## config.mk

```make
export PLATFORM = sky130hd
export DESIGN_NAME = oscmc_ctrl
export DESIGN_NICKNAME = d
export VERILOG_FILES = /design/src/design/oscmc_pkg.sv /design/src/design/oscmc_ctrl.sv
export SDC_FILE = /design/constraint.sdc
export NUM_CORES = 1
export LEC_CHECK = 0
export BUFFER_PORTS_ARGS = -buffer_cell sky130_fd_sc_hd__buf_2
export CAP_MARGIN = 5
export CORE_ASPECT_RATIO = 0.6
export CORE_MARGIN = 5
export CORE_UTILIZATION = 48
export DETAILED_ROUTE_END_ITERATION = 7
export GPL_TIMING_DRIVEN = 0
export HOLD_SLACK_MARGIN = 0.06
export PLACE_DENSITY_LB_ADDON = 0.12
export SLEW_MARGIN = 10
export SYNTH_ARGS = -nofsm -noshare
export SYNTH_HDL_FRONTEND = slang
export SYNTH_SLANG_ARGS = --single-unit
export TNS_END_PERCENT = 10
```

## constraint.sdc

```tcl
create_clock -name pclk -period 2.4 [get_ports pclk]
set_input_delay 0.36 -clock pclk [delete_from_list [all_inputs] [get_ports pclk]]
set_output_delay 0.36 -clock pclk [all_outputs]
set_load 0.02 [all_outputs]
```

## src/design/oscmc_pkg.sv

```systemverilog
// Purpose: Shared constants for the oscillator mode and start-up control
// Assumes: 100 MHz pclk, APB register access
// Notes: Offsets are byte addresses of 32-bit words
package oscmc_pkg;
    // Clock rate
    localparam int unsigned CLK_HZ = 100_000_000;
    // Register byte offsets
    localparam logic [7:0] CTRL_OFS = 8'h00;
    localparam logic [7:0] TRIM_OFS = 8'h04;
    localparam logic [7:0] FREQ_OFS = 8'h08;
    // Control register fields
    localparam int FREQ_LSB = 4;
    localparam int EXT_ACT_BIT = 3;
    localparam int FAST_STB_BIT = 2;
    localparam int SLOW_STB_BIT = 1;
    localparam int SYS_SEL_BIT = 0;
    localparam logic [2:0] FREQ_RST = 3'h6;
    localparam logic [2:0] FREQ_SLOW = 3'h0;
    localparam logic SYS_SEL_RST = 1'b0;
    localparam int TRIM_W = 5;
    localparam logic [4:0] TRIM_RST = 5'h00;
    // Configured clock modes
    localparam logic [2:0] MODE_WATCH = 3'h0;
    localparam logic [2:0] MODE_MEDIUM = 3'h1;
    localparam logic [2:0] MODE_HIGH = 3'h2;
    localparam logic [2:0] MODE_RC = 3'h3;
    localparam logic [2:0] MODE_RCGPIO = 3'h4;
    localparam logic [2:0] MODE_INTOUT = 3'h5;
    localparam logic [2:0] MODE_INTIO = 3'h6;
    localparam logic [2:0] MODE_DRIVEN = 3'h7;
    // Amplifier gain codes
    localparam logic [1:0] GAIN_OFF = 2'h0;
    localparam logic [1:0] GAIN_LOW = 2'h1;
    localparam logic [1:0] GAIN_MID = 2'h2;
    localparam logic [1:0] GAIN_HIGH = 2'h3;
    // Start-up timing
    localparam int unsigned XTAL_COUNT = 1024;
    localparam int unsigned T_WARM_NS = 2000;
    localparam int unsigned WARM_CYC =
        (T_WARM_NS * (CLK_HZ / 1_000_000) + 999) / 1000;
    localparam int unsigned CLK_DIV = 4;
    // Nominal oscillator rates in kHz
    localparam logic [15:0] FAST_OSC_KHZ = 16'h1f40;
    localparam logic [15:0] SLOW_OSC_KHZ = 16'h001f;
endpackage

```

## src/design/oscmc_ctrl.sv

```systemverilog
// Purpose: Oscillator mode, start-up counter and internal oscillator control
// Assumes: Pins and oscillator taps arrive asynchronous to pclk
// Notes: Analog oscillators and amplifier sit outside this logic
//
// Overview of operation
// - Crystal modes count 1024 clock input edges before start-up ends.
// - Start-up count begins after power-on (post power-up timer) and wake.
// - Execution held suspended while the start-up count runs.
// - Driven clock mode skips the crystal count entirely.
// - Driven mode: clock enters pin A, pin B released as GPIO.
// - Fully static; stopped clock freezes state, resumes where it stopped.
// - Crystal mode picks low, medium or high amplifier gain.
// - RC mode drives pin B with RC clock divided by four.
// - RC GPIO mode: network on pin A, pin B is GPIO.
// - Internal-with-output: pin A GPIO, pin B internal clock over four.
// - Internal all-GPIO: both pins GPIO, no clock out.
// - Fast oscillator nominal 8 MHz, seven divided choices.
// - Fast oscillator on when choice nonzero and internal or two-speed.
// - Readable flag shows fast oscillator stability.
// - Trim is 5-bit two's complement, resets to zero.
// - Trim write shifts fast oscillator, no completion flag.
// - Trim never reaches the slow oscillator or its users.
// - Slow oscillator is uncalibrated, nominal 31 kHz.
// - Warm-up delay before internal oscillator use after sleep or power-on.
// - Software bit chooses configured source or internal oscillators.
// - Choice bit 1 selects internal, 0 selects configured mode.
// - Choice 111 is 8 MHz halving to 001, 000 is 31 kHz, reset 110.
`timescale 1ns/1ps
module oscmc_ctrl #(
    parameter int ADDR_W = 8
) (
    // Clock and reset
    input wire logic pclk,
    input wire logic presetn,
    // APB slave
    input wire logic psel,
    input wire logic penable,
    input wire logic pwrite,
    input wire logic [ADDR_W-1:0] paddr,
    input wire logic [31:0] pwdata,
    output logic [31:0] prdata,
    output logic pready,
    output logic pslverr,
    // Configuration and system events
    input wire logic [2:0] config_clock_mode,
    input wire logic two_speed_start_enable,
    input wire logic power_up_timer_enable,
    input wire logic power_up_timer_done,
    input wire logic watchdog_enable,
    input wire logic clock_fail_monitor_enable,
    input wire logic sleep_wake,
    // Pins and oscillator taps
    input wire logic clock_in_pin_a,
    input wire logic int_osc_tap,
    output logic clock_out_pin_b_o,
    output logic clock_out_pin_b_oe,
    output logic pin_a_gpio_release,
    output logic pin_b_gpio_release,
    // Analog and core controls
    output logic [1:0] amp_gain,
    output logic fast_osc_enable,
    output logic slow_osc_enable,
    output logic [4:0] fast_osc_trim,
    output logic internal_clock_sel,
    output logic cpu_hold
);
    if (ADDR_W < 4 || ADDR_W > 32) begin : g_addr_w_bad
        $error("ADDR_W out of range");
    end

    typedef enum logic [2:0] {
        ST_PUP_WAIT, ST_COUNT, ST_WARM, ST_RUN, ST_START
    } oscmc_state_e;

    localparam logic [10:0] XTAL_LAST = 11'(oscmc_pkg::XTAL_COUNT);
    localparam logic [8:0] WARM_LAST = 9'(oscmc_pkg::WARM_CYC);

    function automatic logic [15:0] nominal_khz(input logic [2:0] sel);
        nominal_khz = (sel == oscmc_pkg::FREQ_SLOW) ?
            oscmc_pkg::SLOW_OSC_KHZ :
            16'(oscmc_pkg::FAST_OSC_KHZ >> (3'h7 - sel));
    endfunction

    function automatic logic is_crystal(input logic [2:0] m);
        is_crystal = (m == oscmc_pkg::MODE_WATCH) ||
            (m == oscmc_pkg::MODE_MEDIUM) || (m == oscmc_pkg::MODE_HIGH);
    endfunction

    function automatic logic is_internal(input logic [2:0] m);
        is_internal = (m == oscmc_pkg::MODE_INTOUT) ||
            (m == oscmc_pkg::MODE_INTIO);
    endfunction

    // Synchronisers, edge detect on second stage only
    logic [2:0] pin_a_sync_ff;
    logic [2:0] tap_sync_ff;
    always_ff @(posedge pclk or negedge presetn) begin
        if (!presetn) begin
            pin_a_sync_ff <= 3'h0;
            tap_sync_ff <= 3'h0;
        end else begin
            pin_a_sync_ff <= {pin_a_sync_ff[1:0], clock_in_pin_a};
            tap_sync_ff <= {tap_sync_ff[1:0], int_osc_tap};
        end
    end
    logic pin_a_rise;
    logic tap_rise;
    assign pin_a_rise = pin_a_sync_ff[1] & ~pin_a_sync_ff[2];
    assign tap_rise = tap_sync_ff[1] & ~tap_sync_ff[2];

    // Register file
    logic [2:0] freq_sel_ff;
    logic sys_sel_ff;
    logic [4:0] trim_ff;
    logic fast_stable_ff;
    logic slow_stable_ff;
    oscmc_state_e state_ff;
    logic setup_rd;
    logic wr_en;
    logic addr_ok;
    assign setup_rd = psel & ~penable & ~pwrite;
    assign wr_en = psel & penable & pwrite;
    assign addr_ok = (paddr == ADDR_W'(oscmc_pkg::CTRL_OFS)) ||
        (paddr == ADDR_W'(oscmc_pkg::TRIM_OFS)) ||
        (paddr == ADDR_W'(oscmc_pkg::FREQ_OFS));
    assign pready = 1'b1;
    assign pslverr = psel & penable & ~addr_ok;

    always_ff @(posedge pclk or negedge presetn) begin
        if (!presetn) begin
            freq_sel_ff <= oscmc_pkg::FREQ_RST;
            sys_sel_ff <= oscmc_pkg::SYS_SEL_RST;
        end else if (wr_en && paddr == ADDR_W'(oscmc_pkg::CTRL_OFS)) begin
            freq_sel_ff <= pwdata[oscmc_pkg::FREQ_LSB +: 3];
            sys_sel_ff <= pwdata[oscmc_pkg::SYS_SEL_BIT];
        end
    end

    // Trim only drives the fast oscillator; no done flag exists
    always_ff @(posedge pclk or negedge presetn) begin
        if (!presetn) begin
            trim_ff <= oscmc_pkg::TRIM_RST;
        end else if (wr_en && paddr == ADDR_W'(oscmc_pkg::TRIM_OFS)) begin
            trim_ff <= pwdata[oscmc_pkg::TRIM_W-1:0];
        end
    end
    assign fast_osc_trim = trim_ff;

    logic [31:0] nxt_rdata;
    always_comb begin
        nxt_rdata = 32'h0;
        if (paddr == ADDR_W'(oscmc_pkg::CTRL_OFS)) begin
            nxt_rdata[oscmc_pkg::FREQ_LSB +: 3] = freq_sel_ff;
            nxt_rdata[oscmc_pkg::EXT_ACT_BIT] =
                (state_ff == ST_RUN) & ~internal_clock_sel;
            nxt_rdata[oscmc_pkg::FAST_STB_BIT] = fast_stable_ff;
            nxt_rdata[oscmc_pkg::SLOW_STB_BIT] = slow_stable_ff;
            nxt_rdata[oscmc_pkg::SYS_SEL_BIT] = sys_sel_ff;
        end else if (paddr == ADDR_W'(oscmc_pkg::TRIM_OFS)) begin
            nxt_rdata[oscmc_pkg::TRIM_W-1:0] = trim_ff;
        end else if (paddr == ADDR_W'(oscmc_pkg::FREQ_OFS)) begin
            nxt_rdata[15:0] = nominal_khz(freq_sel_ff);
        end
    end

    logic [31:0] rdata_ff;
    always_ff @(posedge pclk or negedge presetn) begin
        if (!presetn) begin
            rdata_ff <= 32'h0;
        end else if (setup_rd) begin
            rdata_ff <= nxt_rdata;
        end
    end
    assign prdata = rdata_ff;

    // Source choice and oscillator enables
    assign internal_clock_sel =
        sys_sel_ff | is_internal(config_clock_mode);
    assign fast_osc_enable = (freq_sel_ff != oscmc_pkg::FREQ_SLOW) &
        (internal_clock_sel | two_speed_start_enable);
    assign slow_osc_enable = ((freq_sel_ff == oscmc_pkg::FREQ_SLOW) &
        (internal_clock_sel | two_speed_start_enable)) |
        power_up_timer_enable | watchdog_enable |
        clock_fail_monitor_enable;

    // Stability: warm-up after each enable
    logic [8:0] fast_warm_ff;
    logic [8:0] slow_warm_ff;
    always_ff @(posedge pclk or negedge presetn) begin
        if (!presetn) begin
            fast_warm_ff <= 9'h0;
            fast_stable_ff <= 1'b0;
        end else if (!fast_osc_enable) begin
            fast_warm_ff <= 9'h0;
            fast_stable_ff <= 1'b0;
        end else if (fast_warm_ff != WARM_LAST) begin
            fast_warm_ff <= fast_warm_ff + 9'h1;
        end else begin
            fast_stable_ff <= 1'b1;
        end
    end
    always_ff @(posedge pclk or negedge presetn) begin
        if (!presetn) begin
            slow_warm_ff <= 9'h0;
            slow_stable_ff <= 1'b0;
        end else if (!slow_osc_enable) begin
            slow_warm_ff <= 9'h0;
            slow_stable_ff <= 1'b0;
        end else if (slow_warm_ff != WARM_LAST) begin
            slow_warm_ff <= slow_warm_ff + 9'h1;
        end else begin
            slow_stable_ff <= 1'b1;
        end
    end

    // Start-up sequencer; reset release counts as the power-on event
    logic [10:0] xtal_cnt_ff;
    logic [8:0] warm_cnt_ff;
    logic por_pend_ff;
    always_ff @(posedge pclk or negedge presetn) begin
        if (!presetn) begin
            state_ff <= ST_START;
            por_pend_ff <= 1'b1;
        end else begin
            case (state_ff)
                ST_START: begin
                    if (por_pend_ff && power_up_timer_enable) begin
                        state_ff <= ST_PUP_WAIT;
                    end else if (internal_clock_sel) begin
                        state_ff <= ST_WARM;
                    end else if (is_crystal(config_clock_mode)) begin
                        state_ff <= ST_COUNT;
                    end else begin
                        state_ff <= ST_RUN;
                    end
                    por_pend_ff <= 1'b0;
                end
                ST_PUP_WAIT: begin
                    if (power_up_timer_done) begin
                        state_ff <= internal_clock_sel ? ST_WARM :
                            is_crystal(config_clock_mode) ? ST_COUNT :
                            ST_RUN;
                    end
                end
                ST_COUNT: begin
                    if (xtal_cnt_ff == XTAL_LAST) begin
                        state_ff <= ST_RUN;
                    end
                end
                ST_WARM: begin
                    if (warm_cnt_ff == WARM_LAST) begin
                        state_ff <= ST_RUN;
                    end
                end
                ST_RUN: begin
                    if (sleep_wake) begin
                        state_ff <= ST_START;
                    end
                end
                default: begin
                    state_ff <= ST_START;
                end
            endcase
        end
    end

    // Counts only pin edges, so a stopped clock just freezes it
    always_ff @(posedge pclk or negedge presetn) begin
        if (!presetn) begin
            xtal_cnt_ff <= 11'h0;
        end else if (state_ff != ST_COUNT) begin
            xtal_cnt_ff <= 11'h0;
        end else if (pin_a_rise && xtal_cnt_ff != XTAL_LAST) begin
            xtal_cnt_ff <= xtal_cnt_ff + 11'h1;
        end
    end
    always_ff @(posedge pclk or negedge presetn) begin
        if (!presetn) begin
            warm_cnt_ff <= 9'h0;
        end else if (state_ff != ST_WARM) begin
            warm_cnt_ff <= 9'h0;
        end else if (warm_cnt_ff != WARM_LAST) begin
            warm_cnt_ff <= warm_cnt_ff + 9'h1;
        end
    end
    assign cpu_hold = (state_ff != ST_RUN);

    // Amplifier gain per crystal mode
    always_comb begin
        case (config_clock_mode)
            oscmc_pkg::MODE_WATCH: amp_gain = oscmc_pkg::GAIN_LOW;
            oscmc_pkg::MODE_MEDIUM: amp_gain = oscmc_pkg::GAIN_MID;
            oscmc_pkg::MODE_HIGH: amp_gain = oscmc_pkg::GAIN_HIGH;
            default: amp_gain = oscmc_pkg::GAIN_OFF;
        endcase
    end

    // Pin ownership per mode
    logic divout_mode;
    assign divout_mode = (config_clock_mode == oscmc_pkg::MODE_RC) ||
        (config_clock_mode == oscmc_pkg::MODE_INTOUT);
    assign pin_a_gpio_release = is_internal(config_clock_mode);
    assign pin_b_gpio_release =
        (config_clock_mode == oscmc_pkg::MODE_DRIVEN) ||
        (config_clock_mode == oscmc_pkg::MODE_RCGPIO) ||
        (config_clock_mode == oscmc_pkg::MODE_INTIO);

    // Divide by four: toggle every second source edge
    logic div_src;
    logic div_half_ff;
    logic div_out_ff;
    assign div_src = (config_clock_mode == oscmc_pkg::MODE_RC) ?
        pin_a_rise : tap_rise;
    always_ff @(posedge pclk or negedge presetn) begin
        if (!presetn) begin
            div_half_ff <= 1'b0;
            div_out_ff <= 1'b0;
        end else if (!divout_mode) begin
            div_half_ff <= 1'b0;
            div_out_ff <= 1'b0;
        end else if (div_src) begin
            div_half_ff <= ~div_half_ff;
            if (div_half_ff) begin
                div_out_ff <= ~div_out_ff;
            end
        end
    end
    assign clock_out_pin_b_o = div_out_ff;
    assign clock_out_pin_b_oe = divout_mode;
endmodule

```

==> results_dict.tcl, run 1 <==
set metrics [dict create \
    outcome "finished, final reports clean" \
    syn_avg_cell_area_um2 9.601 \
    dr_wl_met3_um 494 \
    yosys.area_share.simple_pct 21.90 \
    first_global_vias 3000 \
    vdd.ir_drop.worst_uv 406.2 \
    path_common_cell "sky130_fd_sc_hd__inv_1" \
    grt_max_degree 39 \
    synthMuxAreaShare_pct 4.675 \
    drv.max_cap_violation_count 0 \
    site_rows 25 \
    setup-violations-final 0 \
    slew_viol_final 0 \
    synthesis.area_um2 3907 \
    die_height_um 79.89 \
    r2r_setup_slack_ns 0.58 \
    design.final.nets 560 \
    synth_top_flop_cell "sky130_fd_sc_hd__dfrtp_1" \
    synthesis.instances 407 \
    cts-buffers-inserted 9 \
    mostFrequentLayoutCell "sky130_fd_sc_hd__dfrtp_1" \
    total_number_of_h_tree_levels 3 \
    numClockSinks 74 \
    top_layer_used "met4" \
    synth_enable_flop_cells 0 \
    n_antenna_cell 0 \
    grt_util_all_layers_pct 17.99 \
    max_slew_margin_pct 49.94 \
    critical_path_peak_fanout 10 \
    min_from "int_osc_tap" \
    async_flop_share_pct 100.0 \
    globalRoute.totalOverflow 0 \
    via_per_inst 5.054 \
    drc 0 \
    worst_hold_path_type "in2reg" \
    dominant_combinational_cell_family_by_area_after_synthesis "simple AND/OR/NAND/NOR gates" \
    synth_top_area_share_pct 44.83 \
    setup-tns-final_ns 0 \
    power_leakage_nw 2.268 \
    most_frequent_cells_in_the_layout "70 x sky130_fd_sc_hd__dfrtp_1, 58 x sky130_fd_sc_hd__buf_2, 48 x sky130_fd_sc_hd__nor2_1" \
    fin_crit_sh_pct 94.19 \
    worst_path_max_delay_cell "sky130_fd_sc_hd__dfrtp_1" \
    detailed_route_wire_length_on_metal_1_mm 4.267 \
    synth-seq-area-share_pct 47.52 \
    hold_viol 0 \
    clock-skew-final_ns 0.006668 \
    synth_top_cells_by_area "sky130_fd_sc_hd__dfrtp_1 45%, sky130_fd_sc_hd__xor2_1 5.4%, sky130_fd_sc_hd__nor2_1 4.6%, sky130_fd_sc_hd__buf_4 3.8%, sky130_fd_sc_hd__nand2_1 3.6%" \
    die_width_um 126.5 \
    r2r.worst_path.cells 6 \
    grt_setup_unrepaired "false" \
    cp.required_ns 2.04 \
    slowest_delay_ns 0.44 \
    ant_nets 0 \
    critical_path.cell_chain "a21oi_1 -> inv_1 -> o22ai_1 -> clkbuf_2 -> inv_1 -> buf_2" \
    synth.largest_area_cell "sky130_fd_sc_hd__dfrtp_1" \
    yosys.area_share.xor_xnor_pct 6.948 \
    criticalPathCategory "reg2out" \
    tightest_slew_ns 0.7440 \
    period_needed_ns 2.261 \
    num-fill-cells 722 \
    design_area_um2 4755 \
    cp-start-kind "flip-flop" \
    synthToLayoutAreaGrowth_pct 21.68 \
    power_density_nw_per_um2 757.2 \
    dp_hpwl_mm 6.439 \
    vias_after_detailed_routing 3078 \
    worst_hold_endpoint "tap_sync_ff[0]$_DFF_PN0_" \
    endpoint_kind "primary output" \
    boundaryPins 105 \
    yosysWarnings 0 \
    grt_first_pass_wirelength_mm 14.43 \
    r2r-start "slow_warm_ff[0]$_DFFE_PN0P_" \
    instance_count_along_the_most_critical_hold_path 1 \
    ctsLongestPathBuffers 2 \
    timing.rr.end "slow_warm_ff[1]$_DFFE_PN0P_" \
    max_freq_mhz 442.3 \
    drt_pass1_iterations 4 \
    finalWeightedCongestion 0.8164 \
    effective_utilization_at_floorplan_pct 49.38 \
    synth_adder_area_share_pct 2.562 \
    clk_pin_slew_worst_paths_ns 0.06 \
    drive_gt1_share_pct 23.55 \
    wl_met2_mm 3.799 \
    clkLatencyLatePin_ns 0.34 \
    port_buffers 58 \
    clk_root_buffer_cell "sky130_fd_sc_hd__clkbuf_16" \
    clock_tree_from_tritoncts "done" \
    routed_wl_per_cell_um 14.23 \
    grt_antenna_before_repair 0 \
    multi_input_area_um2 1839 \
    fp.coreArea_um2 7914 \
    seq_area_um2 1857 \
    finalWirelength_mm 8.669 \
    dpl-instance-area_um2 4423 \
    detail_route.iter0.violations 272 \
    postSynthRegisterBits 74 \
    synth_compound_area_share_pct 9.062 \
    synth_cell_type_count 54 \
    design.die.area_um2 10100 \
    crit_arrival_ns 1.90 \
    post-route-util_pct 60.08 \
]
-- final cells by class --
cell class / count / area share [%]
Clock inverter: 5 / 1.632
Timing Repair Buffer: 60 / 6.789
Buffer: 34 / 4.316
Clock buffer: 11 / 5.105
Tap cell: 108 / 2.842
Multi-Input combinational cell: 297 / 38.68
Inverter: 20 / 1.579
Sequential cell: 74 / 39.05
-- timing repair --
action,in CTS,in global routing
resized for setup,1,0
setup endpoints to repair,1,0
hold endpoints to repair,34,0
setup buffers,0,0
hold buffers,1,0
-- flip-flops by register name, indices dropped and copies added (netlist names) --
register and cells:
clock_out_pin_b_o 1, div_half_ff 1, fast_osc_trim 5, fast_stable_ff 1, fast_warm_ff 9, freq_sel_ff 3, pin_a_sync_ff 3, por_pend_ff 1
prdata 13, slow_stable_ff 1, slow_warm_ff 9, state_ff 3, sys_sel_ff 1, tap_sync_ff 3, warm_cnt_ff 9, xtal_cnt_ff 11
-- power breakdown --
part	internal [W]	leakage [nW]	switching, W
combinational	0.000269	1.12	0.000425
sequential	0.00136	0.989	0.000108
clock	0.000934	0.156	0.000502
total	0.00256	2.27	0.00104
-- worst max-delay path, delay by kind of cell, from the launching register on --
family | cells | cell delay, ns
flops | 1 | 0.44
compound gates | 2 | 0.50
buf+inv | 4 | 0.63
-- worst max path at each step --
stage / startpoint / endpoint / slack (ns) / cells past startpoint
CTS: sys_sel_ff$_DFFE_PN0P_ / slow_osc_enable / 0.09 / 5
floorplan: config_clock_mode[1] / fast_osc_enable / 0.49 / 6
global placement: config_clock_mode[1] / fast_osc_enable / 0.02 / 8
detailed placement: config_clock_mode[1] / fast_osc_enable / 0.02 / 8
finish: sys_sel_ff$_DFFE_PN0P_ / fast_osc_enable / 0.14 / 6
global route: sys_sel_ff$_DFFE_PN0P_ / fast_osc_enable / 0.005 / 6
-- metal layers --
layer	vias to the layer above	track usage, %
met4	0	5.675
met5	-	0
li1	1537	-
met3	9	6.083
met1	1466	25.01
met2	66	26.48
-- cells in the mapped netlist, types with 2 or more instances --
master,number
sky130_fd_sc_hd__nor3_1,4
sky130_fd_sc_hd__a211oi_1,3
sky130_fd_sc_hd__clkbuf_1,13
sky130_fd_sc_hd__and3b_1,2
sky130_fd_sc_hd__inv_1,20
sky130_fd_sc_hd__xor2_1,24
sky130_fd_sc_hd__and4_1,4
sky130_fd_sc_hd__o22a_1,2
sky130_fd_sc_hd__xnor2_1,7
sky130_fd_sc_hd__mux2i_1,7
sky130_fd_sc_hd__ha_1,8
sky130_fd_sc_hd__nor2b_1,3
sky130_fd_sc_hd__or3_1,3
sky130_fd_sc_hd__and3_1,7
sky130_fd_sc_hd__or3b_2,3
sky130_fd_sc_hd__o41ai_1,2
sky130_fd_sc_hd__nand2_1,37
sky130_fd_sc_hd__nor4_1,4
sky130_fd_sc_hd__o31ai_1,4
sky130_fd_sc_hd__nand3b_1,5
sky130_fd_sc_hd__o21ai_0,15
sky130_fd_sc_hd__nand3_1,16
sky130_fd_sc_hd__nand4_1,11
sky130_fd_sc_hd__mux2_2,10
sky130_fd_sc_hd__nand2b_1,7
sky130_fd_sc_hd__dfrtp_1,70
sky130_fd_sc_hd__or2_2,2
sky130_fd_sc_hd__a21boi_0,2
sky130_fd_sc_hd__a21oi_1,17
sky130_fd_sc_hd__buf_4,20
sky130_fd_sc_hd__nor2_1,48
sky130_fd_sc_hd__dfstp_2,4
sky130_fd_sc_hd__conb_1,2
-- logic make-up after synthesis --
logic type,after synthesis
buf+inv,54
xor+xnor,31
other cells,2
mux,17
fa+ha+maj,8
compound gates,56
simple gates,165
flops,74
-- stage by stage --
step,cells,worst slack [ns],hold WS (ns),power [W]
6_report,609,0.1393,0.1295,0.003600
5_1_grt,609,0.005023,0.1135,0.003807
4_1_cts,609,0.09214,0.1160,0.003640
2_1_floorplan,425,0.4864,0.06441,0.001962
3_5_place_dp,592,0.01805,0.3356,0.002178
3_3_place_gp,591,0.01839,0.3341,0.002152
(Power assumes the default switching activity.)
==> run 2: changes to the inputs <==
--- a/config.mk
+++ b/config.mk
@@ -13,6 +13,7 @@
 export DETAILED_ROUTE_END_ITERATION = 7
 export GPL_TIMING_DRIVEN = 0
 export HOLD_SLACK_MARGIN = 0.06
+export MAX_ROUTING_LAYER = met4
 export PLACE_DENSITY_LB_ADDON = 0.12
 export SLEW_MARGIN = 10
 export SYNTH_ARGS = -nofsm -noshare
==> results_dict.tcl, run 2 (same netlist as run 1, synthesis figures left out) <==
set metrics [dict create \
    outcome "finished, final reports clean" \
    via_per_inst 5.049 \
    boundaryPins 105 \
    post-route-util_pct 60.08 \
    tightest_slew_ns 0.7440 \
    power.total_w 0.003602 \
    endpoint_kind "primary output" \
    critPathLaunch "freq_sel_ff[0]$_DFFE_PN0P_" \
    site_rows 25 \
    design.final.nets 560 \
    ant_nets 0 \
    post-cts-setup-buffer-count 0 \
    grt_first_pass_wirelength_mm 14.43 \
    min_from "int_osc_tap" \
    slew_viol_final 0 \
    finalWirelength_mm 8.699 \
    grt_setup_unrepaired "false" \
    die_height_um 79.89 \
    mostFrequentLayoutCell "sky130_fd_sc_hd__dfrtp_1" \
    fin_crit_sh_pct 94.24 \
    worst_hold_path_type "in2reg" \
    criticalPathCategory "reg2out" \
    power_leakage_nw 2.268 \
    setup-tns-final_ns 0 \
    max_freq_mhz 442.1 \
    routed_wl_per_cell_um 14.28 \
    first_global_vias 2995 \
    vdd.ir_drop.worst_uv 406.1 \
    r2r_setup_slack_ns 0.58 \
    design_area_um2 4755 \
    r2r-start "slow_warm_ff[0]$_DFFE_PN0P_" \
    clock-skew-final_ns 0.006658 \
    cp-start-kind "flip-flop" \
    numClockSinks 74 \
    cp.required_ns 2.04 \
    effective_utilization_at_floorplan_pct 49.38 \
    critical_path_peak_fanout 10 \
    clkLatencyLatePin_ns 0.34 \
    period_needed_ns 2.262 \
    max_slew_margin_pct 49.94 \
    cts-buffers-inserted 9 \
    design.die.area_um2 10100 \
    dr_wl_met3_um 469 \
    clk_pin_slew_worst_paths_ns 0.06 \
    total_number_of_h_tree_levels 3 \
    clock_tree_from_tritoncts "done" \
    power_density_nw_per_um2 757.6 \
    globalRoute.totalOverflow 0 \
    drt_pass1_iterations 4 \
    drc 0 \
    ctsLongestPathBuffers 2 \
    top_layer_used "met4" \
    setup-violations-final 0 \
    fp.coreArea_um2 7914 \
    wl_met2_mm 3.801 \
    grt_util_all_layers_pct 18.51 \
    drv.max_cap_violation_count 0 \
    grt_max_degree 39 \
    most_frequent_cells_in_the_layout "70 x sky130_fd_sc_hd__dfrtp_1, 58 x sky130_fd_sc_hd__buf_2, 48 x sky130_fd_sc_hd__nor2_1" \
    dpl-instance-area_um2 4423 \
    largest_reg_flops 13 \
    drive_gt1_share_pct 23.55 \
    timing.rr.end "slow_warm_ff[1]$_DFFE_PN0P_" \
    dp_hpwl_mm 6.439 \
    die_width_um 126.5 \
    finalWeightedCongestion 0.8286 \
    port_buffers 58 \
    detail_route.iter0.violations 237 \
    vias_after_detailed_routing 3075 \
    hold_viol 0 \
    n_antenna_cell 0 \
    grt_antenna_before_repair 0 \
    setup.worst_path.end "slow_osc_enable" \
    r2r.worst_path.cells 6 \
    clk_root_buffer_cell "sky130_fd_sc_hd__clkbuf_16" \
    crit_arrival_ns 1.90 \
    synthToLayoutAreaGrowth_pct 21.68 \
    detailed_route_wire_length_on_metal_1_mm 4.320 \
]
run 2: how the worst min path moves through the flow:
stage | end | cells after the start
3_3_place_gp | pin_a_sync_ff[1]$_DFF_PN0_ | 0
6_report | tap_sync_ff[0]$_DFF_PN0_ | 1
5_1_grt | tap_sync_ff[0]$_DFF_PN0_ | 1
2_1_floorplan | clock_out_pin_b_o$_DFFE_PN0P_ | 0
4_1_cts | tap_sync_ff[0]$_DFF_PN0_ | 1
3_5_place_dp | tap_sync_ff[1]$_DFF_PN0_ | 0
run 2: routing by layer:
| metal | global-route usage, % | vias up |
|---|---|---|
| met2 | 26.37 | 63 |
| met5 | - | - |
| li1 | - | 1538 |
| met3 | 6.016 | 9 |
| met4 | 5.675 | 0 |
| met1 | 25.18 | 1465 |
run 2: critical path, stage by stage, from the launching register on:
cell,delay [ns]
sky130_fd_sc_hd__dfrtp_1,0.39
sky130_fd_sc_hd__or2_2,0.33
sky130_fd_sc_hd__o31a_1,0.33
sky130_fd_sc_hd__clkbuf_1,0.25
sky130_fd_sc_hd__inv_1,0.10
sky130_fd_sc_hd__buf_2,0.16
run 2: timing repair:
item | CTS | global route
endpoints found under the setup margin | 1 | 0
endpoints found under the hold margin | 34 | 0
resized for setup | 1 | 0
hold buffers | 1 | 0
run 2: final cells by class:
cell class / instances / area (um^2)
fillers: 722 / 3159
flip-flops and latches: 74 / 1857
multi-input cells: 297 / 1839
repair buffers: 60 / 322.8
clock buffers: 11 / 242.7
plain buffers: 34 / 205.2
well taps: 108 / 135.1
clock inverters: 5 / 77.57
inverters: 20 / 75.07
run 2: stage by stage:
step | setup WS (ns) | hold slack (ns) | cells
after global placement | 0.01839 | 0.3341 | 591
after detailed placement | 0.01805 | 0.3356 | 592
after CTS | 0.09214 | 0.1160 | 609
after global routing | 0.005016 | 0.1135 | 609
final | 0.1382 | 0.1289 | 609
after floorplan | 0.4864 | 0.06441 | 425
run 2: power breakdown:
part,internal (W),switching [W]
clock,0.000934,0.000504
sequential,0.00136,0.000108
combinational,0.000269,0.000425
total,0.00256,0.00104
==> run 3: changes to the inputs <==
--- a/config.mk
+++ b/config.mk
@@ -8,7 +8,7 @@
 export BUFFER_PORTS_ARGS = -buffer_cell sky130_fd_sc_hd__buf_2
 export CAP_MARGIN = 5
 export CORE_ASPECT_RATIO = 0.6
-export CORE_MARGIN = 5
+export CORE_MARGIN = 1
 export CORE_UTILIZATION = 48
 export DETAILED_ROUTE_END_ITERATION = 7
 export GPL_TIMING_DRIVEN = 0
==> results_dict.tcl, run 3 (same netlist as run 1, synthesis figures left out) <==
set metrics [dict create \
    grt_setup_unrepaired "false" \
    finalWirelength_mm 8.290 \
    period_needed_ns 2.258 \
    fp.coreArea_um2 7883 \
    mostFrequentLayoutCell "sky130_fd_sc_hd__dfrtp_1" \
    hold_ws_ns 0.1346 \
    clk_root_buffer_cell "sky130_fd_sc_hd__clkbuf_16" \
    die_height_um 71.89 \
    grt_antenna_before_repair 0 \
    site_rows 25 \
    dp_hpwl_mm 5.984 \
    worst_path_max_delay_cell "sky130_fd_sc_hd__dfrtp_1" \
    critical_path.cell_chain "or2_2 -> o31a_1 -> clkbuf_1 -> inv_1 -> buf_2" \
    tightest_slew_ns 0.8171 \
    cell_internal_pwr_w 0.002429 \
    design.die.area_um2 8518 \
    design.final.nets 560 \
    r2r.worst_path.cells 6 \
    design_area_um2 4732 \
    routed_wl_per_cell_um 13.63 \
    hold_viol 0 \
    grt_first_pass_wirelength_mm 14.06 \
    max_freq_mhz 442.9 \
    minimum_setup_slack_after_placement_ns -0.03967 \
    detail_route.iter0.violations 208 \
    vdd.ir_drop.worst_uv 365.7 \
    fin_crit_sh_pct 94.07 \
    numClockSinks 74 \
    dpl-instance-area_um2 4431 \
    drt_pass1_iterations 4 \
    comb_power_share_pct 20.1 \
    final.setup.worst_slack_ns 0.1424 \
    seq_pwr_share_pct 42.6 \
    netSwitchingPower_w 0.001029 \
    path_depth 5 \
    first_global_vias 2917 \
    ant_nets 0 \
    port_buffers 58 \
    cp.buffers_inverters 3 \
    instance_count_along_the_most_critical_hold_path 1 \
    total_number_of_h_tree_levels 3 \
    clkLatencyLatePin_ns 0.33 \
    slowest_delay_ns 0.40 \
    clock_tree_from_tritoncts "done" \
    power_leakage_nw 2.258 \
    grt_max_degree 53 \
    boundaryPins 105 \
    globalRoute.totalOverflow 0 \
    p_clk_share_pct 37.3 \
    drc 0 \
    drv.max_cap_violation_count 0 \
    finalWeightedCongestion 0.8014 \
    drive_gt1_share_pct 23.80 \
    endpoint_kind "primary output" \
    largest_reg_flops 13 \
    critical_path_peak_fanout 10 \
    worst_hold_path_type "in2reg" \
    cts-buffers-inserted 9 \
    swShare_pct 29.76 \
    vias_after_detailed_routing 3133 \
    ctsLongestPathBuffers 2 \
    clock-skew-final_ns 0.006558 \
    power.total_w 0.003458 \
    clk_pin_slew_worst_paths_ns 0.06 \
    slew_viol_final 0 \
    most_frequent_cells_in_the_layout "70 x sky130_fd_sc_hd__dfrtp_1, 58 x sky130_fd_sc_hd__buf_2, 48 x sky130_fd_sc_hd__nor2_1" \
    cp.required_ns 2.04 \
    max_slew_margin_pct 45.03 \
    power_density_nw_per_um2 730.7 \
    crit_arrival_ns 1.90 \
    setup-violations-final 0 \
    cp-start-kind "flip-flop" \
    post-route-util_pct 60.03 \
    synthToLayoutAreaGrowth_pct 21.10 \
    cpLargestDelayFamily "buffers and inverters" \
    die_width_um 118.5 \
    outcome "finished, final reports clean" \
    effective_utilization_at_floorplan_pct 49.57 \
    via_per_inst 5.153 \
    criticalPathCategory "reg2out" \
    grt_util_all_layers_pct 21.75 \
    n_antenna_cell 0 \
    post-cts-setup-buffer-count 0 \
]
[run 3: cell count changes in the layout (fill, tap and decap cells not counted), sizes merged]
cell and delta:
clkbuf -1, bufinv -1, clkinv +1
[run 3: layout make-up]
class,count,area (um^2)
clock buffers,10,229.0
fillers,708,3151
plain buffers,34,206.4
well taps,108,135.1
repair buffers,60,330.3
multi-input cells,297,1843
inverters,20,75.07
flip-flops and latches,74,1857
clock inverters,5,56.30
[run 3: path summary, 6_finish.rpt]
kind | startpoint | to | slack, ns
worst max-delay path | freq_sel_ff[0]$_DFFE_PN0P_ | slow_osc_enable | 0.14
worst min-delay path | clock_in_pin_a | pin_a_sync_ff[0]$_DFF_PN0_ | 0.13
worst max register to register | slow_warm_ff[0]$_DFFE_PN0P_ | slow_warm_ff[1]$_DFFE_PN0P_ | 0.52
worst min register to register | pin_a_sync_ff[0]$_DFF_PN0_ | pin_a_sync_ff[1]$_DFF_PN0_ | 0.35
max in group asynchronous | presetn | state_ff[2]$_DFFE_PN1P_ | 1.31
min in group asynchronous | presetn | prdata[9]$_DFFE_PN0P_ | 0.48
[run 3: timing repair]
action	4_1_cts	5_1_grt
gates cloned	0	0
resized for setup	1	3
endpoints found under the setup margin	1	1
hold endpoints to repair	21	0
hold buffers	1	0
[run 3: power groups by stage]
stage | sequential [W] | combinational (W) | clock [W]
floorplan | 0.00146 | 0.000500 | 0
global placement | 0.00149 | 0.000667 | 0
global route | 0.00149 | 0.000791 | 0.00138
CTS | 0.00147 | 0.000692 | 0.00133
detailed placement | 0.00149 | 0.000688 | 0
finish | 0.00147 | 0.000696 | 0.00129
[run 3: through the flow]
step | setup TNS [ns] | instances
floorplan | 0 | 425
global placement | -0.04075 | 591
detailed placement | -0.03967 | 592
CTS | 0 | 608
global route | 0 | 608
finish | 0 | 608
[run 3: routing by layer]
metal  up-vias  share of wire [%]  GRT usage, %
li1       1541                  -             -
met4         0               0.69         5.907
met1      1512                 52         30.36
met5         -                  0             -
met2        73                 42         31.18
met3         7                5.4         6.053
[run 3: worst register-to-register path, stage by stage, from the launching register on]
cell	delay, ns
sky130_fd_sc_hd__dfrtp_1	0.43
sky130_fd_sc_hd__inv_1	0.11
sky130_fd_sc_hd__ha_1	0.15
sky130_fd_sc_hd__nand4b_1	0.09
sky130_fd_sc_hd__nor4_1	0.63
sky130_fd_sc_hd__mux2i_1	0.27
sky130_fd_sc_hd__nor2_1	0.05
